### config.mk
export PLATFORM = sky130hd
export DESIGN_NAME = swpp_master
export DESIGN_NICKNAME = d
export VERILOG_FILES = /design/src/verilog/swpp_pkg.sv /design/src/verilog/swpp_rate_gen.sv /design/src/verilog/swpp_master.sv
export VERILOG_INCLUDE_DIRS = /design/src /design/src/verilog
export SDC_FILE = /design/constraint.sdc
export NUM_CORES = 1
export LEC_CHECK = 0
export BUFFER_PORTS_ARGS = -buffer_cell sky130_fd_sc_hd__buf_2
export CAP_MARGIN = 20
export CORE_ASPECT_RATIO = 0.6
export CORE_MARGIN = 8
export CORE_UTILIZATION = 30
export CTS_BUF_LIST = sky130_fd_sc_hd__clkbuf_4 sky130_fd_sc_hd__clkbuf_8 sky130_fd_sc_hd__clkbuf_16
export DETAILED_ROUTE_END_ITERATION = 6
export PLACE_DENSITY = 0.47
export SLEW_MARGIN = 30
export SYNTH_ARGS = -nofsm -noshare
export SYNTH_HDL_FRONTEND = slang
export SYNTH_HIERARCHICAL = 1
export SYNTH_SLANG_ARGS = --single-unit
export TNS_END_PERCENT = 30
### constraint.sdc
create_clock -name clk_sys -period 9.6 [get_ports clk_sys]
set_clock_uncertainty 0.05 [all_clocks]
set_input_delay 0.48 -clock clk_sys [delete_from_list [all_inputs] [get_ports clk_sys]]
set_output_delay 0.48 -clock clk_sys [all_outputs]
set_load 0.05 [all_outputs]
### src/verilog/swpp_params.svh
// Constants for the single-wire push-pull master
`ifndef SWPP_PARAMS_SVH
`define SWPP_PARAMS_SVH
`define SWPP_SUBTICKS      5'd16
`define SWPP_SUB_LAST      4'hf
`define SWPP_SAMPLE_SUB    4'h8
`define SWPP_START_SLOTS   3'd3
`define SWPP_PUSH_BITS     4'd9
`define SWPP_PULL_BITS     4'd8
`define SWPP_EOF_SLOTS     4'd8
`define SWPP_DATA_LSB      0
`define SWPP_DATA_MSB      4
`define SWPP_ADDR_LSB      5
`define SWPP_ADDR_MSB      7
`define SWPP_ALL_ONES      8'hff
`define SWPP_ALL_ZERO      8'h00
`endif

### src/verilog/swpp_pkg.sv
// Types for the single-wire push-pull master
package swpp_pkg;
  typedef enum logic [2:0] {
    SWPP_IDLE,
    SWPP_START,
    SWPP_PUSH,
    SWPP_PSYNC,
    SWPP_PULL,
    SWPP_EOF
  } swpp_state_e;
endpackage

### src/verilog/swpp_rate_gen.sv
// Baud divider producing a sub-tick enable pulse
`timescale 1ns/1ps
module swpp_rate_gen
  import swpp_pkg::*;
(
  // Clock and reset
  input  wire logic        clk_sys,
  input  wire logic        nrst,
  // Divisor and tick
  input  wire logic [12:0] rate_divisor,
  output logic             sub_tick
);
  // ----------------------------------------
  // Divider
  // ----------------------------------------
  logic [12:0] count;          // Counts module clocks per sub-tick
  wire         run = (rate_divisor != 13'h0000); // Zero divisor stops the generator
  wire         wrap = run && (count >= rate_divisor - 13'h0001);

  // Counter restarts on wrap or when stopped
  always_ff @(posedge clk_sys) begin
    if (!nrst || !run || wrap) begin
      count <= 13'h0000;
    end else begin
      count <= count + 13'h0001;
    end
  end

  assign sub_tick = wrap; // RL18

  a_rate_stop: assert property (@(posedge clk_sys) disable iff (!nrst) // RL18
    (rate_divisor == 13'h0000) |-> !sub_tick) else $error("tick with zero divisor");
endmodule

### src/verilog/swpp_master.sv
// Single-wire push-pull link master with frame sequencer
// Link rules, master and slave side
// RL1: Start marker is three dominant-low slots
// RL2: Push sync bit is biphase zero
// RL3: Five biphase push data bits follow
// RL4: Three biphase address bits follow
// RL5: Write byte: low five data, top three address
// RL6: Master starts pull sync as biphase one
// RL7: Slave returns NRZ pull bits, one slot each
// RL8: Received pull byte lands in data register
// RL9: Slave sends square-wave end-of-frame when valid
// RL10: Each push bit spans two slots
// RL11: Zero is high-low, one is low-high
// RL12: Receiver ignores pin while pushing
// RL13: Master may start a frame any time
// RL14: Address selects one of eight slaves
// RL15: Uses serial transmit and receive pins
// RL16: Slave answers automatically after push field
// RL17: Valid needs non-extreme code and square-wave end
// RL18: Bit rate is clock over sixteen times divisor
// RL19: Slots are sixteen sub-ticks of rate generator
`timescale 1ns/1ps
`include "swpp_params.svh"
module swpp_master
  import swpp_pkg::*;
(
  // Clock and reset
  input  wire logic        clk_sys,
  input  wire logic        nrst,
  // Software side
  input  wire logic [12:0] rate_divisor,
  input  wire logic        link_data_low_byte_wr,
  input  wire logic [7:0]  link_data_low_byte_in,
  output logic [7:0]       link_data_low_byte,
  output logic             frame_busy,
  output logic             frame_done,
  output logic             frame_valid,
  // Link pins
  output logic             serial_transmit_pin,
  input  wire logic        serial_receive_pin
);
  // ----------------------------------------
  // Slot timing
  // ----------------------------------------
  logic        sub_tick;       // One pulse per sixteenth of a slot
  logic [3:0]  sub_cnt;        // Position within the slot
  swpp_state_e state;          // Frame sequencer state
  logic [3:0]  bit_cnt;        // Bit or slot index inside a phase
  logic        half;           // Second slot of a biphase bit
  logic [8:0]  push_sr;        // Sync bit plus payload, LSB first
  logic [7:0]  pull_sr;        // Incoming pull bits
  logic        eof_prev;       // Last pull or end-of-frame sample
  logic        eof_ok;         // End-of-frame toggled every slot after its first
  logic [1:0]  slot_in_start;  // Start marker slot count

  swpp_rate_gen u_rate (
    .clk_sys      (clk_sys),
    .nrst         (nrst),
    .rate_divisor (rate_divisor),
    .sub_tick     (sub_tick)
  );

  wire slot_end  = sub_tick && (sub_cnt == `SWPP_SUB_LAST); // RL19
  wire sample_pt = sub_tick && (sub_cnt == `SWPP_SAMPLE_SUB);
  // Receiver sees the pin only during the pull and end-of-frame phases
  wire rx_live   = (state == SWPP_PULL) || (state == SWPP_EOF); // RL12
  wire rx_bit    = rx_live ? serial_receive_pin : 1'b1; // RL12 RL15
  // Biphase level: zero is high then low, one is low then high
  function automatic logic biphase(input logic b, input logic second);
    biphase = second ? b : ~b; // RL11
  endfunction

  // ----------------------------------------
  // Sub-slot counter
  // ----------------------------------------
  // Realigned at each new frame so slots start with the marker
  always_ff @(posedge clk_sys) begin
    if (!nrst || link_data_low_byte_wr) begin
      sub_cnt <= 4'h0;
    end else if (sub_tick) begin
      sub_cnt <= sub_cnt + 4'h1; // RL19
    end
  end

  // ----------------------------------------
  // Frame sequencer
  // ----------------------------------------
  // A write always wins, even mid-frame: the master owns the wire
  always_ff @(posedge clk_sys) begin
    if (!nrst) begin
      state <= SWPP_IDLE;
      bit_cnt <= 4'h0;
      half <= 1'b0;
      push_sr <= 9'h000;
      slot_in_start <= 2'd0;
    end else if (link_data_low_byte_wr) begin
      state <= SWPP_START; // RL13
      slot_in_start <= 2'd0;
      bit_cnt <= 4'h0;
      half <= 1'b0;
      push_sr <= {link_data_low_byte_in[`SWPP_ADDR_MSB:`SWPP_ADDR_LSB],
                  link_data_low_byte_in[`SWPP_DATA_MSB:`SWPP_DATA_LSB], 1'b0}; // RL2 RL5 RL14
    end else if (slot_end) begin
      case (state)
        SWPP_START: begin
          if ({1'b0, slot_in_start} == `SWPP_START_SLOTS - 3'd1) begin
            state <= SWPP_PUSH; // RL1
          end else begin
            slot_in_start <= slot_in_start + 2'd1;
          end
        end
        SWPP_PUSH: begin
          half <= ~half; // RL10
          if (half) begin
            push_sr <= {1'b0, push_sr[8:1]};
            bit_cnt <= bit_cnt + 4'h1;
            if (bit_cnt == `SWPP_PUSH_BITS - 4'h1) begin
              state <= SWPP_PSYNC; // RL3 RL4
              bit_cnt <= 4'h0;
            end
          end
        end
        SWPP_PSYNC: begin
          half <= ~half;
          if (half) begin
            state <= SWPP_PULL; // RL6
          end
        end
        SWPP_PULL: begin
          bit_cnt <= bit_cnt + 4'h1;
          if (bit_cnt == `SWPP_PULL_BITS - 4'h1) begin
            state <= SWPP_EOF;
            bit_cnt <= 4'h0;
          end
        end
        SWPP_EOF: begin
          bit_cnt <= bit_cnt + 4'h1;
          if (bit_cnt == `SWPP_EOF_SLOTS - 4'h1) begin
            state <= SWPP_IDLE;
          end
        end
        default: state <= SWPP_IDLE;
      endcase
    end
  end

  // ----------------------------------------
  // Pull data and end-of-frame check
  // ----------------------------------------
  // Pull bits are NRZ sampled mid-slot; end-of-frame must toggle each slot after its first
  always_ff @(posedge clk_sys) begin
    if (!nrst || link_data_low_byte_wr) begin
      pull_sr <= 8'h00;
      eof_prev <= 1'b1;
      eof_ok <= 1'b1;
    end else if (sample_pt && state == SWPP_PULL) begin
      pull_sr <= {rx_bit, pull_sr[7:1]}; // RL7
      eof_prev <= rx_bit;
    end else if (sample_pt && state == SWPP_EOF) begin
      eof_prev <= rx_bit;
      // First end-of-frame slot may match the last pull bit; only later slots must toggle
      if (rx_bit == eof_prev && bit_cnt != 4'h0) begin
        eof_ok <= 1'b0; // RL17
      end
    end
  end

  // ----------------------------------------
  // Results and pin
  // ----------------------------------------
  wire frame_end = slot_end && (state == SWPP_EOF) && (bit_cnt == `SWPP_EOF_SLOTS - 4'h1);
  wire code_ok   = (pull_sr != `SWPP_ALL_ONES) && (pull_sr != `SWPP_ALL_ZERO); // RL17

  // Data register is loaded at the end of the last end-of-frame slot
  always_ff @(posedge clk_sys) begin
    if (!nrst) begin
      link_data_low_byte <= 8'h00;
      frame_done <= 1'b0;
      frame_valid <= 1'b0;
      serial_transmit_pin <= 1'b1;
    end else begin
      frame_done <= frame_end;
      if (frame_end) begin
        link_data_low_byte <= pull_sr; // RL8
        frame_valid <= code_ok && eof_ok; // RL17
      end
      case (state)
        SWPP_START: serial_transmit_pin <= 1'b0; // RL1
        SWPP_PUSH:  serial_transmit_pin <= biphase(push_sr[0], half); // RL11
        SWPP_PSYNC: serial_transmit_pin <= biphase(1'b1, half); // RL6
        default:    serial_transmit_pin <= 1'b1;
      endcase
    end
  end

  assign frame_busy = (state != SWPP_IDLE);

  a_start_low: assert property (@(posedge clk_sys) disable iff (!nrst) // RL1
    $past(state) == SWPP_START && state == SWPP_START |-> !serial_transmit_pin)
    else $error("start marker not low");
  a_push_order: assert property (@(posedge clk_sys) disable iff (!nrst)
    $rose(state == SWPP_PSYNC) |-> $past(bit_cnt) == 4'h8) else $error("push bit count wrong"); // RL3
  a_rx_gated: assert property (@(posedge clk_sys) disable iff (!nrst)
    (state == SWPP_PUSH) |-> rx_bit) else $error("receiver not gated"); // RL12
  a_data_load: assert property (@(posedge clk_sys) disable iff (!nrst)
    frame_end |=> link_data_low_byte == $past(pull_sr)) else $error("pull byte not stored"); // RL8
  a_valid_codes: assert property (@(posedge clk_sys) disable iff (!nrst)
    frame_end && pull_sr == 8'hff |=> !frame_valid) else $error("all ones accepted"); // RL17
  a_write_starts: assert property (@(posedge clk_sys) disable iff (!nrst)
    link_data_low_byte_wr |=> state == SWPP_START) else $error("write did not start frame"); // RL13
  a_psync_first: assert property (@(posedge clk_sys) disable iff (!nrst) // RL6
    state == SWPP_PSYNC && !half ##1 state == SWPP_PSYNC && !half |-> !serial_transmit_pin)
    else $error("pull sync first slot not low");
endmodule

# Word-level counts from Yosys, hierarchy flattened
# Cells that the tools add are included.
# totals
ff_bits,57
output_inout_bits,12
# op_classes
addsub,5
order_cmp,1
n_eq_ne,24
mux,23
bitwise_logic,5
reduce_logical,35
# op_table
op,count
9-bit two-way mux,4
3-bit two-way mux,6
3-bit case mux with 5 select lines,1
3-bit AND reduction,5
7-bit AND reduction,2
13-bit by 1-bit adder with 13-bit output (second input constant),1
13-bit >= comparator,1
13-bit nonzero test,1
13-bit by 1-bit subtractor with 13-bit output (second input constant),1
4-bit equality test (second input constant),3
4-bit two-way mux,3
3-bit != test (second input constant),4
4-bit case mux with 3 select lines,1
1-bit logical AND,10
4-bit by 1-bit adder with 4-bit output (second input constant),2
2-bit != test (second input constant),4
8-bit != test (second input constant),1
2-bit nonzero test,4
8-bit nonzero test,1
1-bit two-way mux,7
3-bit by 2-bit equality test with 1-bit output (second input constant),2
3-bit equality test (second input constant),2
3-bit by 2-bit != test with 1-bit output (second input constant),2
3-bit nonzero test,2
other kinds (13),23

# Depth between registers and ports, before layout
# depth
word_depth,7
ltp_mapped,18
mapped_depth_nobuf,15

# Cells and area by module
# The synthesis kept the hierarchy.
# modules_own_cells
module,n_inst,cells_each,area_per_inst_um2,seq_area_each_um2
swpp_master,1,228,2057.0,880.8
swpp_rate_gen,1,130,1146.1,260.2

# Worst setup path after synthesis
# OpenSTA, ideal clock, no wires.
# synth_path
path_kind,input to register
startpoint,in rate_divisor[0]
endpoint,reg bit_cnt[2]
t_arrival_ps,3372
t_required_ps,9422
setup_slack_ps,6051
stages,18
n_path_buf,3
path_cell_list,inv_1 -> ha_1 -> nand2b_1 -> nand3b_1 -> nor3_1 -> xnor2_1 -> ha_1 -> nand4_2 -> or4_4 -> nand2_1 -> o31a_1 -> buf_2 -> and4_1 -> buf_2 -> buf_2 -> o211ai_1 -> mux2i_1 -> nor2_1
# synth_via
elab_chain_cells,5
# synth_rtl
item,line,source
"start, declared",swpp_master.sv:31,"input wire logic [12:0] rate_divisor,"
13-bit by 1-bit subtractor with 13-bit output,swpp_rate_gen.sv:18,wire wrap = run && (count >= rate_divisor - 13'h0001);
13-bit >= comparator,swpp_rate_gen.sv:18,
1-bit logical AND *,swpp_rate_gen.sv:18,
named net sub_tick,swpp_master.sv:45,logic sub_tick;
1-bit logical AND *,swpp_master.sv:63,wire slot_end = sub_tick && (sub_cnt == `SWPP_SUB_LAST);
3-bit AND reduction (no source line) *,--,
"end signal, assigned",swpp_master.sv:116,bit_cnt <= bit_cnt + 4'h1;
"end signal, assigned",swpp_master.sv:130,bit_cnt <= bit_cnt + 4'h1;
"end signal, assigned",swpp_master.sv:137,bit_cnt <= bit_cnt + 4'h1;
"end, declared",swpp_master.sv:48,logic [3:0] bit_cnt;
# The timed path passes the listed nets; every way through them passes the cells marked *.
# A chain may end at the register's enable or synchronous reset.

# Worst setup path after layout
# layout_path
startpoint,in rate_divisor[2]
endpoint,reg link_data_low_byte[0]
# layout_via
elab_chain_cells,6
# layout_rtl
item,line,source
13-bit by 1-bit subtractor with 13-bit output,swpp_rate_gen.sv:18,
13-bit >= comparator,swpp_rate_gen.sv:18,
1-bit logical AND *,swpp_rate_gen.sv:18,
named net sub_tick,swpp_master.sv:45,
1-bit logical AND *,swpp_master.sv:63,
1-bit logical AND * (2 in a row),swpp_master.sv:171,wire frame_end = slot_end && (state == SWPP_EOF) && (bit_cnt == `SWPP_EOF_SLOTS - 4'h1);
"end signal, assigned",swpp_master.sv:184,link_data_low_byte <= pull_sr;
"end, declared",swpp_master.sv:34,"output logic [7:0] link_data_low_byte,"
# Marked as above.

==> flow_summary.ini <==
[synth]
synth_seq_cells = 57
synth_area_leader_cell = dfxtp_1
syn_inst = 358
mappedNetlistArea_um2 = 3200
synth_edf_count = 0
synth-simple-area-share_pct = 26.0
synth_cell_types = 61
ys_seq_area_share_pct = 35.6
synth-compound-area-share_pct = 11.4
synth_top_area_share_pct = 35.6
yosys.area_share.xor_xnor_pct = 7.66
ys_top_cells_by_area = dfxtp_1 36%, ha_1 8.2%, xnor2_1 6.0%, mux2i_1 5.9%, nor2_1 5.2%
synth_adder_area_share_pct = 8.20
syn_nets = 404
ys_async_sr_fraction_pct = 0
yosys_most_used_dff = dfxtp_1
ys.warnings.count = 6
synth_top_family_by_area = simple AND/OR/NAND/NOR gates
syn_area_per_cell_um2 = 8.95
post_synth_mux_area_share_pct = 5.94

[sta]
rsz0062_at_grt = false
timing_hold_violations_final = 0
tightest_slew_ps = 705
finalMaxSlewViolations = 0
setup_viol = 0
tns_ps = 0
relSlewSlack_pct = 52.9
fmax_mhz = 219
fin_crit_ps = 4570
finalCritPeriodShare_pct = 47.6

[clock_network]
htree_num_levels = 3
postCtsSetupRepairBufs = 0
clk_latency_ps = 330
cts_resized = 0
cts_root_buffer = clkbuf_16
cts_tree = done
cts_buffer_depth = 2
path_clk_slew_ps = 50
cts-buffers-inserted = 9
numClockSinks = 57
cts_hold_buffers = 0

[routing]
top_layer_used = met4
drtAntennaViolNets = 0
first_pass_iters = 4
route.met2.wl_um = 2660
drt_iter0_drc = 156
drc = 0
wl_per_cell_um = 13.5
viasPerCell = 4.84
wirelength_met1_um = 4070
num_vias = 2581
routed_wl_um = 7180
routed-wl-met3_um = 345

[global_routing]
grt_start_max_net_pins = 20
grt_pass1_wl_um = 12200
grt_pass1_vias = 2410
gr-total-overflow = 0
antenna_found_initial = 0
gr-usage-all-layers_pct = 10.6

[power_and_ir_drop]
p_leak_nw = 1.49
ir_drop_mv = 0.0858
total_power_uw = 664
cellPowerDensity_nw_per_um2 = 173

[die]
die_area_um2 = 14300
ios = 37
die_x_um = 149
die_y_um = 96.0
num_rows = 29
core_um2 = 10500
initial_core_util_pct = 30.5

[layout]
drive_above_1_share_pct = 18.0
areaGrowthSynthToFinish_pct = 19.9
diodes = 0
finalNetCount = 435
final_cells = 533
fin_util_pct = 36.6
fill_cells = 1054

[placement]
gp_congestion = 0.744
hpwl_um = 5370
io_buffers = 36
dp_cells = 517

[worst_setup_path]
required_ps = 9760
cp_max_fo = 16
path_class = in -> reg
end_kind = flop
arrival_ps = 4720
start_kind = input pin

[flow_run]
max_cap_violations = 0

[run_status]
status = complete, no violations

[hold_path]
hp-class = in -> reg
==> metal layers <==
layer / track usage (%) / vias to the layer above
li1: - / 1362
met1: 15.6 / 1162
met2: 13.5 / 46
met3: 3.52 / 11
met4: 4.01 / 0
met5: 0 / -
==> power breakdown <==
part           internal, mW  switching, mW
clock                 0.274          0.107
sequential            0.241        0.00417
combinational        0.0151         0.0224
==> cells in the mapped netlist, types with 3 or more instances <==
master	n
mux2i_1	19
clkbuf_1	5
ha_1	21
o211ai_1	3
a311oi_1	7
nor2_1	44
nand2_1	21
xnor2_1	22
nor4_1	16
nand4_1	12
or3_1	3
buf_2	8
buf_6	3
inv_1	17
dfxtp_1	57
nand2b_1	3
xor2_1	6
o21ai_0	8
nor3_1	6
nand3_1	17
a21oi_1	14
==> cells by family (layout without fill, tap and decap cells) <==
logic type,after synthesis,in the layout
simple gates,147,147
buf+inv,35,71
compound gates,51,51
flops,57,57
xor+xnor,28,28
fa+ha+maj,21,21
mux,19,19
==> worst paths after layout <==
| path | from | slack [ps] | to | depth (start not counted) |
|---|---|---|---|---|
| setup / recovery | rate_divisor[2] | 5030 | link_data_low_byte[0] | 13 |
| hold / removal | link_data_low_byte_in[7] | 370 | push_sr[8] | 3 |
| setup reg to reg | u_rate/count[4] | 5740 | link_data_low_byte[0] | 9 |
| hold reg to reg | frame_valid | 410 | frame_valid | 2 |
==> layout make-up <==
type	count	area (um2)	share of cell area, %
Timing Repair Buffer	36	180	4.69
Multi-Input combinational cell	266	1910	49.7
Inverter	19	71.3	1.86
Clock inverter	4	97.6	2.54
Tap cell	139	174	4.53
Clock buffer	12	267	6.94
Sequential cell	57	1140	29.7
==> stage by stage <==
| stage | setup slack (ps) | area (um2) | hold WS (ps) |
|---|---|---|---|
| final | 5030 | 3840 | 365 |
| after global routing | 4510 | 3840 | 372 |
| after CTS | 4740 | 3830 | 360 |
| after detailed placement | 4440 | 3460 | 401 |
| after global placement | 4550 | 3460 | 394 |
| after floorplan | 6050 | 3200 | 381 |
==> placed cells by master, fill, tap and decap left out, types with 2 or more instances in the layout <==
cell,count
a21oi_1,13
a311oi_1,7
and3b_1,2
buf_2,36
bufinv_16,3
clkbuf_16,9
clkbuf_8,3
clkinv_1,2
dfxtp_1,57
ha_1,21
inv_1,17
mux2i_1,19
nand2_1,21
nand2b_1,3
nand3_1,17
nand3b_1,2
nand4_1,12
nor2_1,44
nor3_1,6
nor3b_1,2
nor4_1,16
nor4_2,2
o211ai_1,3
o21ai_0,8
o31a_1,2
or3_1,3
xnor2_1,22
xor2_1,6
==> registers in the layout (all words and copies together) (netlist names) <==
signal and flops:
eof_ok 1, eof_prev 1, frame_done 1, u_rate/count 13, push_sr 9, slot_in_start 2
sub_cnt 4, pull_sr 8, half 1, link_data_low_byte 8, state 3, bit_cnt 4
frame_valid 1, serial_transmit_pin 1
==> critical path, stage by stage <==
cell,delay [ps]
buf_2,120
nor3_1,470
nand3_1,230
nor4_2,210
xnor2_1,110
ha_1,310
nand4_2,180
a211oi_4,600
o31a_1,410
and4_1,600
nand4_1,610
mux2i_1,320
nor2_1,50
Note: power is estimated with default switching activity, not from simulation.
